==> src/hw/adc_out_pkg.sv <==
package adc_out_pkg;

    localparam int SAMPLE_W = 14;
    localparam int CLK_HZ = 50_000_000;

    // Register offsets
    localparam logic [12:0] ADDR_CHAN_SELECT = 13'h0005;
    localparam logic [12:0] ADDR_POWER_MODE = 13'h0008;
    localparam logic [12:0] ADDR_STABILIZER = 13'h0009;
    localparam logic [12:0] ADDR_STATUS = 13'h000A;
    localparam logic [12:0] ADDR_DIVIDER = 13'h000B;
    localparam logic [12:0] ADDR_OUT_CHAN_DIS = 13'h0014;
    localparam logic [12:0] ADDR_DCO_POLARITY = 13'h0016;
    localparam logic [12:0] ADDR_DCO_DELAY = 13'h0017;
    localparam logic [12:0] ADDR_DIV_ALIGN = 13'h0100;

    // Field positions
    localparam int CODING_LSB = 0;
    localparam int CHAN_DIS_BIT = 4;
    localparam int INTERLEAVE_BIT = 5;
    localparam int DCO_INV_BIT = 7;
    localparam int DCO_DLY_BIT = 7;
    localparam int ALIGN_EN_BIT = 1;
    localparam int ALIGN_ONCE_BIT = 2;
    localparam int STAT_LOCKED_BIT = 0;
    localparam int STAT_ACTIVE_BIT = 1;
    localparam int STAT_ARMED_BIT = 2;

    // Reset values
    localparam logic [1:0] CHAN_SELECT_RST = 2'h3;
    localparam logic [2:0] RATIO_M1_RST = 3'h0;
    localparam logic DCS_EN_RST = 1'b1;

    // Power states, Gray along run -> standby -> down
    typedef enum logic [1:0] {
        PWR_RUN = 2'b00,
        PWR_STANDBY = 2'b01,
        PWR_DOWN = 2'b11
    } pwr_t;

    typedef enum logic [1:0] {
        CODE_OFFSET = 2'b00,
        CODE_TWOS = 2'b01,
        CODE_GRAY = 2'b10
    } coding_t;

    // Stabilizer timing
    localparam int DCS_MIN_HZ = 20_000_000;
    localparam int DCS_RELOCK_MIN_NS = 1500;
    localparam int DCS_RELOCK_MAX_NS = 5000;
    localparam int CLK_PERIOD_NS = 1_000_000_000 / CLK_HZ;
    // Longest wait rounds up to whole cycles
    localparam int DCS_RELOCK_CYC =
        (DCS_RELOCK_MAX_NS + CLK_PERIOD_NS - 1) / CLK_PERIOD_NS;

endpackage : adc_out_pkg

==> src/hw/adc_clock_sync_output_logic.sv <==
`timescale 1ns/1ns
module adc_clock_sync_output_logic #(
    parameter int LATENCY = 12,
    parameter int RELOCK_CYC = adc_out_pkg::DCS_RELOCK_CYC
) (
    input wire logic clk_i,
    input wire logic nrst_i,
    input wire logic align_in_i,
    input wire logic power_down_pin_i,
    input wire logic output_disable_n_i,
    input wire logic serial_select_n_i,
    input wire logic format_select_strap_i,
    input wire logic stabilizer_select_strap_i,
    input wire logic [adc_out_pkg::SAMPLE_W-1:0] sample_a_i,
    input wire logic [adc_out_pkg::SAMPLE_W-1:0] sample_b_i,
    input wire logic over_a_i,
    input wire logic over_b_i,
    input wire logic reg_wr_i,
    input wire logic [12:0] reg_addr_i,
    input wire logic [7:0] reg_wdata_i,
    output logic [7:0] reg_rdata_o,
    output logic conv_strobe_o,
    output logic stabilizer_active_o,
    output logic reference_on_o,
    output logic powered_down_o,
    output logic [adc_out_pkg::SAMPLE_W-1:0] data_a_o,
    output logic data_a_oe_o,
    output logic over_range_a_o,
    output logic [adc_out_pkg::SAMPLE_W-1:0] data_b_o,
    output logic data_b_oe_o,
    output logic over_range_b_o,
    output logic data_capture_clock_out_a_o,
    output logic data_capture_clock_out_a_oe_o,
    output logic data_capture_clock_out_b_o,
    output logic data_capture_clock_out_b_oe_o
);

    localparam int W = adc_out_pkg::SAMPLE_W;

    typedef logic [W:0] word_t;

    typedef struct packed {
        logic sync1;
        logic sync2;
        logic sync3;
        logic armed;
        logic [2:0] cnt;
        logic strobe;
        logic [1:0] chan_sel;
        logic [1:0] chan_dis;
        logic [1:0] dco_dly;
        adc_out_pkg::pwr_t pwr;
        logic dcs_en;
        logic [2:0] ratio_m1;
        logic [1:0] coding;
        logic interleave;
        logic dco_inv;
        logic align_en;
        logic align_once;
        logic [7:0] lock_cnt;
        logic locked;
        logic strap_done;
        logic strap_fmt;
        logic strap_dcs;
        word_t [LATENCY-1:0] pipe_a;
        word_t [LATENCY-1:0] pipe_b;
        logic b_pend;
        word_t out_a;
        word_t out_b;
        logic oe_a;
        logic oe_b;
        logic dco_raw;
        logic dco_a;
        logic dco_b;
        logic active;
        logic [7:0] rdata;
        logic pwr_dn;
        logic ref_on;
    } state_t;

    state_t s_q;
    state_t s_d;

    function automatic logic [W-1:0] encode(
        input logic [W-1:0] ob,
        input logic [1:0] mode
    );
        logic [W-1:0] r;
        r = ob;
        case (mode)
            adc_out_pkg::CODE_TWOS: r = {~ob[W-1], ob[W-2:0]};
            adc_out_pkg::CODE_GRAY: r = ob ^ (ob >> 1);
            default: r = ob;
        endcase
        return r;
    endfunction : encode

    function automatic logic addr_is(
        input logic [12:0] a,
        input logic [12:0] ref_a
    );
        return a == ref_a;
    endfunction : addr_is

    ////////////////////////////////////////////////////////////////////////
    // Combinational next state

    logic spi_mode, wr, pd, stby, running, align_evt, align_ok;
    logic eff_dcs, rate_ok, dco_lvl, chan_out_en;
    logic [1:0] eff_coding;
    logic [3:0] ratio;
    logic [2:0] half;
    logic [7:0] sel_dis, sel_dly, status;

    always_comb begin
        s_d = s_q;
        spi_mode = ~serial_select_n_i;
        wr = reg_wr_i & spi_mode;
        ratio = {1'b0, s_q.ratio_m1} + 4'h1;
        half = ratio[3:1];
        // Strap capture on the first edge after reset release
        if (!s_q.strap_done) begin
            s_d.strap_done = 1'b1;
            s_d.strap_fmt = format_select_strap_i;
            s_d.strap_dcs = stabilizer_select_strap_i;
        end
        // Only the second and third stages feed the edge detector
        s_d.sync1 = align_in_i;
        s_d.sync2 = s_q.sync1;
        s_d.sync3 = s_q.sync2;
        align_evt = s_q.sync2 & ~s_q.sync3;
        align_ok = align_evt & s_q.align_en
            & (~s_q.align_once | s_q.armed);
        // Register writes
        if (wr) begin
            if (addr_is(reg_addr_i, adc_out_pkg::ADDR_CHAN_SELECT)) begin
                s_d.chan_sel = reg_wdata_i[1:0];
            end
            if (addr_is(reg_addr_i, adc_out_pkg::ADDR_POWER_MODE)) begin
                case (reg_wdata_i[1:0])
                    2'b01: s_d.pwr = adc_out_pkg::PWR_DOWN;
                    2'b10: s_d.pwr = adc_out_pkg::PWR_STANDBY;
                    default: s_d.pwr = adc_out_pkg::PWR_RUN;
                endcase
            end
            if (addr_is(reg_addr_i, adc_out_pkg::ADDR_STABILIZER)) begin
                s_d.dcs_en = reg_wdata_i[0];
            end
            if (addr_is(reg_addr_i, adc_out_pkg::ADDR_DIVIDER)) begin
                s_d.ratio_m1 = reg_wdata_i[2:0];
            end
            if (addr_is(reg_addr_i, adc_out_pkg::ADDR_OUT_CHAN_DIS)) begin
                s_d.coding = reg_wdata_i[adc_out_pkg::CODING_LSB +: 2];
                s_d.interleave = reg_wdata_i[adc_out_pkg::INTERLEAVE_BIT];
                for (int c = 0; c < 2; c++) begin
                    if (s_q.chan_sel[c]) begin
                        s_d.chan_dis[c] =
                            reg_wdata_i[adc_out_pkg::CHAN_DIS_BIT];
                    end
                end
            end
            if (addr_is(reg_addr_i, adc_out_pkg::ADDR_DCO_POLARITY)) begin
                s_d.dco_inv = reg_wdata_i[adc_out_pkg::DCO_INV_BIT];
            end
            if (addr_is(reg_addr_i, adc_out_pkg::ADDR_DCO_DELAY)) begin
                for (int c = 0; c < 2; c++) begin
                    if (s_q.chan_sel[c]) begin
                        s_d.dco_dly[c] = reg_wdata_i[adc_out_pkg::DCO_DLY_BIT];
                    end
                end
            end
        end
        // A write re-arms one-shot alignment and wins over its use
        if (align_ok) begin
            s_d.armed = 1'b0;
        end
        if (wr && addr_is(reg_addr_i, adc_out_pkg::ADDR_DIV_ALIGN)) begin
            s_d.align_en = reg_wdata_i[adc_out_pkg::ALIGN_EN_BIT];
            s_d.align_once = reg_wdata_i[adc_out_pkg::ALIGN_ONCE_BIT];
            s_d.armed = 1'b1;
        end
        // Power state
        pd = power_down_pin_i | (s_q.pwr == adc_out_pkg::PWR_DOWN);
        stby = ~pd & (s_q.pwr == adc_out_pkg::PWR_STANDBY);
        running = ~pd & ~stby;
        s_d.pwr_dn = s_d.pwr == adc_out_pkg::PWR_DOWN;
        s_d.ref_on = s_d.pwr != adc_out_pkg::PWR_DOWN;
        // Divider: count 0 is the sampling edge
        s_d.strobe = 1'b0;
        if (!running) begin
            s_d.cnt = 3'h0;
        end else if (align_ok) begin
            s_d.cnt = 3'h0;
        end else begin
            s_d.cnt = (s_q.cnt >= s_q.ratio_m1) ? 3'h0 : s_q.cnt + 3'h1;
            s_d.strobe = (s_q.cnt >= s_q.ratio_m1);
        end
        // Stabilizer: strap or register, rate floor, relock wait
        eff_dcs = spi_mode ? s_q.dcs_en : s_q.strap_dcs;
        rate_ok = ({28'h0000_000, ratio} * adc_out_pkg::DCS_MIN_HZ)
            <= adc_out_pkg::CLK_HZ;
        // Frequency change restarts the wait; logic clock untouched
        if (s_d.ratio_m1 != s_q.ratio_m1 || (s_d.dcs_en && !s_q.dcs_en)) begin
            s_d.lock_cnt = 8'h00;
            s_d.locked = 1'b0;
        end else if (!s_q.locked) begin
            if (32'(s_q.lock_cnt) >= RELOCK_CYC - 1) begin
                s_d.locked = 1'b1;
            end else begin
                s_d.lock_cnt = s_q.lock_cnt + 8'h01;
            end
        end
        s_d.active = eff_dcs & rate_ok & s_q.locked & running;
        // Output coding
        eff_coding = spi_mode ? s_q.coding
            : (s_q.strap_fmt ? adc_out_pkg::CODE_TWOS
                             : adc_out_pkg::CODE_OFFSET);
        // Pipeline advances once per conversion
        if (s_d.strobe) begin
            s_d.pipe_a = {s_q.pipe_a[LATENCY-2:0],
                {over_a_i, sample_a_i}};
            s_d.pipe_b = {s_q.pipe_b[LATENCY-2:0],
                {over_b_i, sample_b_i}};
            s_d.out_a = {s_q.pipe_a[LATENCY-1][W],
                encode(s_q.pipe_a[LATENCY-1][W-1:0], eff_coding)};
            s_d.out_b = {s_q.pipe_b[LATENCY-1][W],
                encode(s_q.pipe_b[LATENCY-1][W-1:0], eff_coding)};
        end
        // Interleave: B follows A on the A bus one clock later, for ratios above 1
        s_d.b_pend = s_d.strobe & s_q.interleave & spi_mode;
        if (s_q.b_pend) begin
            s_d.out_a = s_q.out_b;
        end
        // Capture clock: low at data change, high mid-conversion, for ratios above 1
        dco_lvl = (s_d.cnt >= half);
        s_d.dco_raw = dco_lvl ^ s_q.dco_inv;
        // Extra delay shifts the edge one clock later
        s_d.dco_a = s_q.dco_dly[0] ? s_q.dco_raw : s_d.dco_raw;
        s_d.dco_b = s_q.dco_dly[1] ? s_q.dco_raw : s_d.dco_raw;
        // Drivers
        chan_out_en = running & ~output_disable_n_i;
        s_d.oe_a = chan_out_en & ~(spi_mode & s_q.chan_dis[0]);
        s_d.oe_b = chan_out_en & ~(spi_mode & s_q.chan_dis[1])
            & ~(spi_mode & s_q.interleave);
        // Read-back, registered; first selected channel wins
        sel_dis = {3'h0, s_q.chan_sel[0] ? s_q.chan_dis[0] : s_q.chan_dis[1],
            4'h0};
        sel_dis[adc_out_pkg::INTERLEAVE_BIT] = s_q.interleave;
        sel_dis[adc_out_pkg::CODING_LSB +: 2] = s_q.coding;
        sel_dly = 8'h00;
        sel_dly[adc_out_pkg::DCO_DLY_BIT] =
            s_q.chan_sel[0] ? s_q.dco_dly[0] : s_q.dco_dly[1];
        status = 8'h00;
        status[adc_out_pkg::STAT_LOCKED_BIT] = s_q.locked;
        status[adc_out_pkg::STAT_ACTIVE_BIT] = s_q.active;
        status[adc_out_pkg::STAT_ARMED_BIT] = s_q.armed;
        case (reg_addr_i)
            adc_out_pkg::ADDR_CHAN_SELECT: s_d.rdata = {6'h00, s_q.chan_sel};
            adc_out_pkg::ADDR_POWER_MODE: s_d.rdata = {6'h00,
                s_q.pwr == adc_out_pkg::PWR_DOWN,
                s_q.pwr == adc_out_pkg::PWR_STANDBY};
            adc_out_pkg::ADDR_STABILIZER: s_d.rdata = {7'h00, s_q.dcs_en};
            adc_out_pkg::ADDR_STATUS: s_d.rdata = status;
            adc_out_pkg::ADDR_DIVIDER: s_d.rdata = {5'h00, s_q.ratio_m1};
            adc_out_pkg::ADDR_OUT_CHAN_DIS: s_d.rdata = sel_dis;
            adc_out_pkg::ADDR_DCO_POLARITY:
                s_d.rdata = {s_q.dco_inv, 7'h00};
            adc_out_pkg::ADDR_DCO_DELAY: s_d.rdata = sel_dly;
            adc_out_pkg::ADDR_DIV_ALIGN: s_d.rdata = {5'h00,
                s_q.align_once, s_q.align_en, 1'b0};
            default: s_d.rdata = 8'h00;
        endcase
    end

    ////////////////////////////////////////////////////////////////////////
    // State register

    always_ff @(posedge clk_i or negedge nrst_i) begin
        if (!nrst_i) begin
            s_q <= '0;
            s_q.chan_sel <= adc_out_pkg::CHAN_SELECT_RST;
            s_q.pwr <= adc_out_pkg::PWR_RUN;
            s_q.dcs_en <= adc_out_pkg::DCS_EN_RST;
            s_q.ratio_m1 <= adc_out_pkg::RATIO_M1_RST;
            s_q.strap_dcs <= adc_out_pkg::DCS_EN_RST;
            s_q.ref_on <= 1'b1;
        end else begin
            s_q <= s_d;
        end
    end

    ////////////////////////////////////////////////////////////////////////
    // Outputs

    assign reg_rdata_o = s_q.rdata;
    assign conv_strobe_o = s_q.strobe;
    assign stabilizer_active_o = s_q.active;
    assign reference_on_o = s_q.ref_on;
    assign powered_down_o = s_q.pwr_dn;
    assign data_a_o = s_q.out_a[W-1:0];
    assign over_range_a_o = s_q.out_a[W];
    assign data_b_o = s_q.out_b[W-1:0];
    assign over_range_b_o = s_q.out_b[W];
    assign data_a_oe_o = s_q.oe_a;
    assign data_b_oe_o = s_q.oe_b;
    assign data_capture_clock_out_a_o = s_q.dco_a;
    assign data_capture_clock_out_b_o = s_q.dco_b;
    assign data_capture_clock_out_a_oe_o = s_q.oe_a;
    assign data_capture_clock_out_b_oe_o = s_q.oe_b;

endmodule : adc_clock_sync_output_logic

==> config.mk <==
export PLATFORM = sky130hd
export DESIGN_NAME = adc_clock_sync_output_logic
export DESIGN_NICKNAME = d
export VERILOG_FILES = /design/src/hw/adc_out_pkg.sv /design/src/hw/adc_clock_sync_output_logic.sv
export SDC_FILE = /design/constraint.sdc
export NUM_CORES = 1
export LEC_CHECK = 0
export ABC_CLOCK_PERIOD_IN_PS = 4300
export BUFFER_PORTS_ARGS = -buffer_cell sky130_fd_sc_hd__buf_2
export CELL_PAD_IN_SITES_DETAIL_PLACEMENT = 0
export CELL_PAD_IN_SITES_GLOBAL_PLACEMENT = 1
export CORE_ASPECT_RATIO = 1.75
export CORE_MARGIN = 2
export CORE_UTILIZATION = 47
export CTS_CLUSTER_SIZE = 24
export DETAILED_ROUTE_END_ITERATION = 12
export HOLD_SLACK_MARGIN = 0.06
export PLACE_DENSITY = 0.9
export SYNTH_ARGS = -nofsm -noshare
export SYNTH_HDL_FRONTEND = slang
export SYNTH_SLANG_ARGS = --single-unit
export TNS_END_PERCENT = 20
==> constraint.sdc <==
create_clock -name clk_i -period 4.3 [get_ports clk_i]
set_input_delay 0.86 -clock clk_i [delete_from_list [all_inputs] [get_ports clk_i]]
set_output_delay 0.86 -clock clk_i [all_outputs]
set_load 0.01 [all_outputs]
Word level (Yosys, flattened, before mapping)
Cells that the tools add are included.

Memory bits (writable): 0. ROM bits: 0. Word-level logic and storage cells: 166. Bits in latches: 0. Bits in registers: 445. Memories kept: 0. Output and inout bits: 48. Input bits: 60.

Magnitude comparators: 4. Mux-type cells: 30. Shifts and indexed selects: 0. Multiply operators: 1. $add $sub $neg: 3. Bitwise operators: 34. Equality and inequality tests: 20. Reduce and logical (&&, ||, !) cells: 14. Div/mod/pow operators: 0.

Operator list (count): 8-bit case mux with 9 select lines (1); 14-bit case mux with 2 select lines (2); 13-bit by 4-bit equality test with 1-bit output, second input constant (4); 13-bit by 5-bit equality test with 1-bit output, second input constant (3); 30-bit 2-to-1 mux (1); 29-bit by 26-bit <= comparator with 1-bit output, second input constant (1); 14-bit by 13-bit bitwise XOR with 14-bit output (2); 4-bit by 17-bit multiplier with 21-bit output, second input constant (1); 1-bit AND (18); 9-bit 2-to-1 mux (2); 15-bit 2-to-1 mux (1); 3-bit 2-to-1 mux (5); 13-bit by 3-bit equality test with 1-bit output, second input constant (1); 13-bit by 9-bit equality test with 1-bit output, second input constant (1); 1-bit 2-to-1 mux (13); 3-bit AND reduction (4); 1-bit inverter (11); 10-bit 2-to-1 mux (1); 8-bit by 1-bit adder with 8-bit output, second input constant (1); 2-bit equality test, second input constant (4); 8-bit >= comparator, second input constant (1); 8-bit 2-to-1 mux (1); 2-bit AND reduction (4); 2-bit by 1-bit equality test with 1-bit output, second input constant (3); 14 further kinds (20).

Longest topological paths before layout
Gate-level depths: netlist of the first run.

Word-level depth: 10. Depth in mapped cells: 13. Depth with buffers taken out: 12.

Worst setup path before layout of the first run
Ideal clock, no wire load.

Kind: reg-to-reg. Start: register s_q[426] (netlist name). End: register s_q (netlist bit stabilizer_active_o). Setup slack: 0.674 ns. Cell stages (with the launch flop): 13. Required time: 4.166 ns. Clock period less this slack: 3.626 ns. Path buffers: 0. Setup time: 0.134 ns. Arrival time: 3.492 ns. Cells stage by stage: dfrtp_1 -> ha_1 -> xnor2_1 -> inv_1 -> ha_1 -> fa_1 -> ha_1 -> a211o_1 -> a21oi_1 -> o21bai_1 -> a21o_1 -> a2111oi_2 -> a21oi_1.

RTL lines: start: declaration (RTL line adc_clock_sync_output_logic.sv:81) `state_t s_q;`.

==> results of run 1 <==
## power by group through the flow
stage	logic [uW]	clock network, uW	registers [uW]
floorplan	656	0	5000
global placement	859	0	5080
detailed placement	886	0	5100
CTS	894	3930	5020
global route	1030	4080	5090
finish	870	3830	5020
## stage by stage
step	utilization	cells	hold WS, ns	cell area, um2
after global placement	0.492	2563	0.346	19600
after CTS	0.528	2636	0.309	21000
final	0.528	2636	0.294	21000
after floorplan	-	2085	0.331	18900
after detailed placement	0.492	2563	0.355	19600
after global routing	0.528	2636	0.340	21000
## worst min-delay path by stage
stage / end / slack, ns / cells after the start
after CTS: data_a_o[8] / 0.31 / 1
after global routing: data_a_o[8] / 0.34 / 1
after global placement: s_d[442] / 0.35 / 0
after detailed placement: s_d[442] / 0.35 / 0
final: data_a_o[8] / 0.29 / 1
after floorplan: s_d[442] / 0.33 / 0
## layer usage
layer  wire (um)  up-vias  track usage  part of all wire
met4        1960        0       0.0934             0.055
met5           0        -            0                 0
met3        1180       96       0.0225             0.033
met2       17700      239        0.293              0.49
li1            -     6576            -                 -
met1       15000     6328        0.218              0.42
## worst max-delay path: stages (launching register included)
cell and delay, ns:
dfrtp_1 0.54, ha_1 0.33, xnor2_1 0.19, inv_1 0.16, ha_1 0.34, fa_1 0.46
ha_1 0.37, a211o_1 0.29, a21oi_1 0.20, o21bai_1 0.15, a21o_1 0.21, a2111oi_2 0.29
a21oi_1 0.11
## synth_stat cells (6+ instances only)
library cell and n:
nor3b_1 7, nand2_1 1120, clkbuf_1 59, inv_1 20
nand3_1 7, nor2_1 67, o21ai_0 30, a221oi_1 18
a211oi_1 7, xor2_1 11, ha_1 32, mux2i_1 18
nand2b_1 14, buf_4 38, xnor2_1 12, dfrtp_1 438
mux2_2 15, a21oi_1 12, o211ai_1 6, o31ai_1 14
and2_1 6, buf_2 39
## cells by family (layout without fill, tap and decap cells)
group	after synthesis	count (layout)	share of synthesized area
xor+xnor	23	23	0.0107
flops	443	443	0.587
fa+ha+maj	35	35	0.0238
compound gates	116	116	0.0442
mux	40	40	0.0230
simple gates	1262	1262	0.267
other cells	2	3	0.000397
buf+inv	163	219	0.0433
## sequential cells by signal (all words and copies together), names as in the netlist, 2 cells and up
name	cells
data_a_o	14
s_d	2
reg_rdata_o	6
data_b_o	14
s_q	397
## area by class of cell
class                      instances  share of cell area
sequential                       443               0.528
timing repair buffer             125              0.0376
multi-input combinational       1479               0.333
clock buffer                      59              0.0579
tap                              495              0.0295
inverter                          21             0.00411
clock inverter                    14              0.0101
==> summary.txt, run 1 <==
reg-to-reg startpoint = s_q[426]
internal power = 7300 uW
die area = 0.0419 mm2
post-cts gate resize count = 0
Distinct cells, synth = 74
crit path launch type = flop
pwr dens = 463 mW/mm2
1st-pass router iterations = 7
largest net degree at the start of global routing = 124
Worst VDD drop = 0.000389 V
final RePlAce weighted congestion = 0.875
Slew @ Worst Pin = 0.983 ns
Syn-to-layout area delta = 11.2%
row cnt = 97
first-pass GRT wire length = 61,400 um
most common cell after layout, fill and taps aside = nand2_1
ys flop type = dfrtp_1
Setup Skew = 0.0255 ns
gr usage total = 0.174
post-cts hold buffer count = 0
area of the multi-input gates = 0.00699 mm2
Sequential cell area = 0.0111 mm2
fill count = 3,567
R2R depth = 12
Slew HR = 0.345
RSZ-0062 raised after global routing = no
sequential share of power = 0.517
combinational power share = 0.090
reg2reg end = stabilizer_active_o
Leak = 0.0112 uW
CTS max path bufs = 3
register area share after synthesis = 0.587
Final setup viols = 0
Hold WC Path Type = primary input to asynchronous set/reset pin
Critical Path Start = s_q[426]
Yosys top cell area share = 0.580
R2R setup slack = 0.53 ns
worst path arrival time = 4.18 ns
asr flop ratio synth = 1.00
net switching power = 2420 uW
WL final = 35,800 um
Final Hold Fails = 0
drc violations = 0
final critical-path share of the clock period = 0.876
outcome = finished clean
number of global-route vias before repair = 12,800
Setup Fix Bufs, Post-CTS = 0
Slew Limit Fails = 0
Nets = 2,205
CTS buffer count = 41
worst setup path end = stabilizer_active_o
PortBufs = 103
Die X = 156 um
cell accounting for the most synthesized area = dfrtp_1
worst slack, placed = 0.541 ns
Syn Inst Count = 2,084
H-Tree Depth = 2
clock net sink count = 443
Yosys Warn Count = 0
antenna violations before repair = 0
crit end category = flop
Yosys reg bits = 443
root buf cell = clkbuf_16
Reg clk slew, reported paths = 0.07 ns
Min Clock Period, post-route = 3.77 ns
worst-path fanout max = 8
I/O pin total = 108
Post-Syn Area = 0.0189 mm2
DR iter-0 viols = 1,036
PnR worst setup slack = 0.531 ns
n_diodes = 0
average size of a mapped cell = 9.07 um2
most frequent cells in the layout = nand2_1 (1,120), dfrtp_1 (438), buf_2 (102)
gr ovfl total = 0
Overall Power = 9720 uW
CP required = 4.71 ns
layout cell share with drive strength beyond 1 = 0.109
f_max = 265 MHz
DR vias = 13,200
core area = 0.0398 mm2
number of flops mapped to enable cells by yosys = 0
dominant cells by area after synthesis = dfrtp_1 (58%), nand2_1 (22%), ha_1 (2.1%)
CTS tree = yes
Max Cap Violations = 0
CP Class = flop to flop
Clock Latency Late Sink = 0.55 ns
Initial Util = 0.475
clock power share = 0.394
post-DR vias/cell = 5.02
Sw Share = 0.249
ANT nets after route = 0
chip height = 269 um
post-detail-place hpwl = 22,900 um
wire length per cell = 13.6 um
total negative slack = 0 ns
(Power assumes the default switching activity.)
==> inputs of run 2 (changes only) <==
--- a/config.mk
+++ b/config.mk
@@ -5,17 +5,17 @@
 export SDC_FILE = /design/constraint.sdc
 export NUM_CORES = 1
 export LEC_CHECK = 0
-export ABC_CLOCK_PERIOD_IN_PS = 4300
+export ABC_CLOCK_PERIOD_IN_PS = 4750
 export BUFFER_PORTS_ARGS = -buffer_cell sky130_fd_sc_hd__buf_2
 export CELL_PAD_IN_SITES_DETAIL_PLACEMENT = 0
 export CELL_PAD_IN_SITES_GLOBAL_PLACEMENT = 1
 export CORE_ASPECT_RATIO = 1.75
 export CORE_MARGIN = 2
-export CORE_UTILIZATION = 47
+export CORE_UTILIZATION = 51
 export CTS_CLUSTER_SIZE = 24
 export DETAILED_ROUTE_END_ITERATION = 12
 export HOLD_SLACK_MARGIN = 0.06
-export PLACE_DENSITY = 0.9
+export PLACE_DENSITY = 0.95
 export SYNTH_ARGS = -nofsm -noshare
 export SYNTH_HDL_FRONTEND = slang
 export SYNTH_SLANG_ARGS = --single-unit
==> constraint.sdc (replaced) <==
create_clock -name clk_i -period 4.75 [get_ports clk_i]
set_input_delay 0.95 -clock clk_i [delete_from_list [all_inputs] [get_ports clk_i]]
set_output_delay 0.95 -clock clk_i [all_outputs]
set_load 0.01 [all_outputs]
==> run 2 against run 1 <==
Effect of this change:
- worst setup slack better by 0.31 ns
- critical path depth did not move
- clock-buffer cell count is the same
- critical endpoint unchanged
- critical path type unchanged
- die area down 7.7%
- final cell count decreased by 0.91%
- largest cell class unchanged
- register-to-register slack gained 0.31 ns
- routed wire length shrank 0.36%
- global-route usage rose by 1.5 points
==> summary.txt, run 2 (synthesized netlist as in run 1, its figures left out) <==
outcome = finished clean
worst slack, placed = 0.848 ns
Clock Latency Late Sink = 0.55 ns
gr usage total = 0.189
Setup Fix Bufs, Post-CTS = 0
worst-path fanout max = 11
final RePlAce weighted congestion = 0.903
Max Cap Violations = 0
CP required = 5.21 ns
Final Hold Fails = 0
post-DR vias/cell = 5.09
row cnt = 93
Final setup viols = 0
Slew HR = 0.405
core area = 0.0367 mm2
Max stage delay cell, worst path = dfrtp_1
1st-pass router iterations = 5
Min Clock Period, post-route = 3.91 ns
Worst VDD drop = 0.000293 V
Initial Util = 0.515
DR vias = 13,300
cell mode on critical path = ha_1
CTS max path bufs = 3
crit end category = flop
max FFs per register = 397
die area = 0.0387 mm2
CTS tree = yes
Largest Register = s_q
Slew @ Worst Pin = 0.892 ns
post-cts hold buffer count = 0
CP Class = flop to flop
PnR worst setup slack = 0.842 ns
post-cts gate resize count = 0
final critical-path share of the clock period = 0.823
PortBufs = 103
crit path launch type = flop
n_diodes = 0
crit-path cells = inv_2, ha_1, buf_4, ha_1, fa_1, ha_1, a211oi_1, o21ai_0, xnor2_1, a41oi_1, o21ai_0, a21oi_1
fill count = 3,205
chip height = 259 um
Hold WC Path Type = flop to flop
DR iter-0 viols = 824
total negative slack = 0 ns
WL final = 35,700 um
ANT nets after route = 0
Syn-to-layout area delta = 10.6%
drc violations = 0
layout cell share with drive strength beyond 1 = 0.106
gr ovfl total = 0
worst path arrival time = 4.37 ns
Final Cell Area = 0.0209 mm2
Post-DP Area = 0.0195 mm2
wire length per cell = 13.7 um
I/O pin total = 108
number of global-route vias before repair = 12,900
post-detail-place hpwl = 22,000 um
H-Tree Depth = 2
CTS buffer count = 41
Die X = 149 um
R2R setup slack = 0.84 ns
pwr dens = 416 mW/mm2
most common cell after layout, fill and taps aside = nand2_1
Nets = 2,200
root buf cell = clkbuf_16
Critical Path Max Stage Delay = 0.62 ns
first-pass GRT wire length = 61,200 um
Slew Limit Fails = 0
Final Util = 0.570
clock net sink count = 443
largest net degree at the start of global routing = 175
RSZ-0062 raised after global routing = no
Reg clk slew, reported paths = 0.07 ns
antenna violations before repair = 0
f_max = 256 MHz
Setup Skew = 0.0185 ns
Leak = 0.0112 uW
most frequent cells in the layout = nand2_1 (1,120), dfrtp_1 (438), buf_2 (102)
run 2: changes by cell type in the layout (fill, tap and decap cells not counted), moves of 2 or more:
cell,delta
clkbuf_8,-2
clkinv_2,+2
buf_4,-4
clkinv_8,+2
clkbuf_1,+3
inv_6,-2
run 2: where the power goes:
part	total, uW	internal, uW	switching, uW
Sequential	4540	4250	290
Clock	3350	1950	1400
Combinational	792	293	499
Total	8690	6500	2190
run 2: path summary, 6_finish.rpt:
path / start / end / cells after the start
min in group asynchronous: nrst_i / s_q[391] / 1
min: s_d[443] / s_d[442] / 0
min reg2reg: s_d[443] / s_d[442] / 0
max in group asynchronous: nrst_i / s_q[269] / 2
max reg2reg: s_q[425] / stabilizer_active_o / 12
max: s_q[425] / stabilizer_active_o / 12
run 2: worst max-delay path, delay by kind of cell (launching register included):
family	cells	cell delay, ns
AOI/OAI and AO/OA	5	1.17
xor gates and xnor gates	1	0.19
adders and majority gates	4	1.40
buffers and inverters	2	0.45
DFF	1	0.62
run 2: layer usage:
metal  vias to the layer above  track usage  part of all wire
li1                       6584            -                 -
met1                      6390        0.245              0.43
met2                       249        0.323              0.50
met3                        77       0.0257             0.037
met4                         0       0.0730             0.033
met5                         -            0                 0
run 2: final cells by class:
cell class | instances | area [um2] | share of cell area
timing repair buffer | 120 | 741 | 0.0355
clock buffer | 59 | 1170 | 0.0562
clock inverter | 15 | 208 | 0.00994
inverter | 21 | 86.3 | 0.00413
tap | 475 | 594 | 0.0284
sequential | 443 | 11100 | 0.531
multi-input combinational | 1479 | 6990 | 0.335
run 2: per-stage QoR:
stage	power [uW]	instances	hold slack, ns
3_3_place_gp	5360	2538	0.344
6_report	8690	2612	0.355
4_1_cts	8800	2612	0.357
3_5_place_dp	5410	2538	0.342
2_1_floorplan	5120	2085	0.331
5_1_grt	9140	2612	0.360
==> inputs of run 3 (changes only) <==
--- a/config.mk
+++ b/config.mk
@@ -5,17 +5,17 @@
 export SDC_FILE = /design/constraint.sdc
 export NUM_CORES = 1
 export LEC_CHECK = 0
-export ABC_CLOCK_PERIOD_IN_PS = 4750
+export ABC_CLOCK_PERIOD_IN_PS = 3600
 export BUFFER_PORTS_ARGS = -buffer_cell sky130_fd_sc_hd__buf_2
 export CELL_PAD_IN_SITES_DETAIL_PLACEMENT = 0
 export CELL_PAD_IN_SITES_GLOBAL_PLACEMENT = 1
 export CORE_ASPECT_RATIO = 1.75
 export CORE_MARGIN = 2
-export CORE_UTILIZATION = 51
+export CORE_UTILIZATION = 47
 export CTS_CLUSTER_SIZE = 24
 export DETAILED_ROUTE_END_ITERATION = 12
 export HOLD_SLACK_MARGIN = 0.06
-export PLACE_DENSITY = 0.95
+export PLACE_DENSITY = 0.9
 export SYNTH_ARGS = -nofsm -noshare
 export SYNTH_HDL_FRONTEND = slang
 export SYNTH_SLANG_ARGS = --single-unit
==> constraint.sdc (replaced) <==
create_clock -name clk_i -period 3.6 [get_ports clk_i]
set_input_delay 0.72 -clock clk_i [delete_from_list [all_inputs] [get_ports clk_i]]
set_output_delay 0.72 -clock clk_i [all_outputs]
set_load 0.01 [all_outputs]
==> run 3 against run 2 <==
Effect of this change:
- cell area is 0.96% higher
- clock power is 32% higher
- final cell count is 1.4% higher
- sequential share of layout area is 0.50 points lower
- maximum frequency is 16% higher
- register-to-register slack worse by 0.62 ns
- worst setup slack worse by 0.62 ns
- non-clock buffer count is 18 higher
- clock skew is 0.016 ns higher
- largest cell class unchanged
- largest power group unchanged
==> summary.txt, run 3 (synthesized netlist as in run 1, its figures left out) <==
chip height = 269 um
Reg clk slew, reported paths = 0.07 ns
crit-path cells = ha_1, xnor2_2, inv_1, ha_1, fa_1, ha_4, a211o_1, a21oi_1, o21bai_1, a21o_1, a2111oi_2, a21oi_1
1st-pass router iterations = 6
gr ovfl total = 0
final critical-path share of the clock period = 0.938
combinational power share = 0.091
most frequent cells in the layout = nand2_1 (1,120), dfrtp_1 (437), buf_2 (102)
f_max = 296 MHz
outcome = finished clean
worst-path fanout max = 6
number of global-route vias before repair = 13,000
post-detail-place hpwl = 23,600 um
Setup Fix Bufs, Post-CTS = 0
gr usage total = 0.179
most common cell after layout, fill and taps aside = nand2_1
post-cts gate resize count = 0
Critical Path Start = s_q[426]
Slew Limit Fails = 0
R2R setup slack = 0.22 ns
crit end category = flop
Slew HR = 0.359
die area = 0.0419 mm2
worst path arrival time = 3.78 ns
CP required = 4.01 ns
WHS = 0.115 ns
largest net degree at the start of global routing = 162
Nets = 2,218
I/O pin total = 108
WL final = 36,600 um
Hold WC Path Type = primary input to asynchronous set/reset pin
Min Clock Period, post-route = 3.38 ns
Leak = 0.0113 uW
ANT nets after route = 0
H-Tree Depth = 2
CTS tree = yes
Max Cap Violations = 0
reg2reg end = stabilizer_active_o
Overall Power = 11,400 uW
max FFs per register = 397
pwr dens = 543 mW/mm2
Max stage delay cell, worst path = fa_1
final RePlAce weighted congestion = 0.886
core area = 0.0398 mm2
Final setup viols = 0
antenna violations before repair = 0
clock net sink count = 443
Setup Skew = 0.0348 ns
PortBufs = 103
CTS buffer count = 41
DR vias = 13,300
DR iter-0 viols = 917
Die X = 156 um
Critical Path Max Stage Delay = 0.57 ns
Slew @ Worst Pin = 0.961 ns
n_diodes = 0
total negative slack = 0 ns
layout cell share with drive strength beyond 1 = 0.117
sequential share of power = 0.524
Largest Register = s_q
R2R depth = 12
clock power share = 0.385
Worst VDD drop = 0.000462 V
post-DR vias/cell = 5.00
root buf cell = clkbuf_16
RSZ-0062 raised after global routing = no
worst setup path end = stabilizer_active_o
row cnt = 97
post-cts hold buffer count = 0
Initial Util = 0.475
CP Class = flop to flop
Final Hold Fails = 0
Clock Latency Late Sink = 0.55 ns
internal power = 8550 uW
Syn-to-layout area delta = 11.6%
Sw Share = 0.253
reg-to-reg startpoint = s_q[426]
CTS max path bufs = 3
first-pass GRT wire length = 63,100 um
wire length per cell = 13.8 um
drc violations = 0
net switching power = 2900 uW
crit path launch type = flop
==> run 3: changes by cell type in the layout (fill, tap and decap cells not counted), moves of 2 or more <==
cell	change
clkinv_8	-2
clkbuf_8	+4
clkbuf_1	-4
buf_4	+18
bufinv_16	-2
clkinvlp_4	+2
==> run 3: stage by stage <==
step | instance area, um2 | std cells | util | worst slack [ns]
6_report | 21100 | 2649 | 0.530 | 0.224
5_1_grt | 21100 | 2649 | 0.530 | 0.0425
4_1_cts | 21100 | 2649 | 0.529 | 0.134
3_5_place_dp | 19700 | 2576 | 0.494 | 0.151
3_3_place_gp | 19700 | 2576 | 0.494 | 0.147
2_1_floorplan | 18900 | 2085 | - | 0.142
==> run 3: worst min-delay path by stage <==
stage                     startpoint       end  slack (ns)  cells past startpoint
after floorplan             s_d[443]  s_d[442]        0.33                      0
after global placement      s_d[443]  s_d[442]        0.34                      0
after detailed placement    s_d[443]  s_d[442]        0.34                      0
after CTS                     nrst_i  s_q[195]        0.16                      1
after global routing          nrst_i  s_q[403]        0.17                      1
final                         nrst_i  s_q[403]        0.11                      1
==> run 3: critical path, delay by kind of cell (launching register included) <==
family,cells,cell delay (ns)
XOR/XNOR,1,0.15
AO/OA/AOI/OAI,6,1.15
buffers and inverters,1,0.12
flip-flops,1,0.45
adder cells (fa/ha/maj),4,1.38
==> run 3: layer usage <==
metal / share of wire / up-vias / global-route usage / routed length [um]
met1: 0.41 / 6325 / 0.222 / 15100
met4: 0.041 / 0 / 0.0782 / 1510
met3: 0.033 / 91 / 0.0241 / 1190
met5: 0 / - / 0 / 0
li1: - / 6606 / - / -
met2: 0.51 / 231 / 0.312 / 18800
==> run 3: final cells by class <==
class | count | area, um2
Fill cell | 3641 | 18700
Inverter | 21 | 86.3
Clock buffer | 60 | 1240
Clock inverter | 13 | 154
Tap cell | 495 | 619
Multi-Input combinational cell | 1479 | 7020
Timing Repair Buffer | 138 | 876
Sequential cell | 443 | 11100
==> run 3: power groups by stage <==
stage	Clock (uW)	Combinational (uW)	Sequential, uW
after floorplan	0	784	5980
after global placement	0	1030	6060
after detailed placement	0	1060	6080
after CTS	4540	1070	6000
after global routing	4750	1240	6080
final	4410	1040	6000
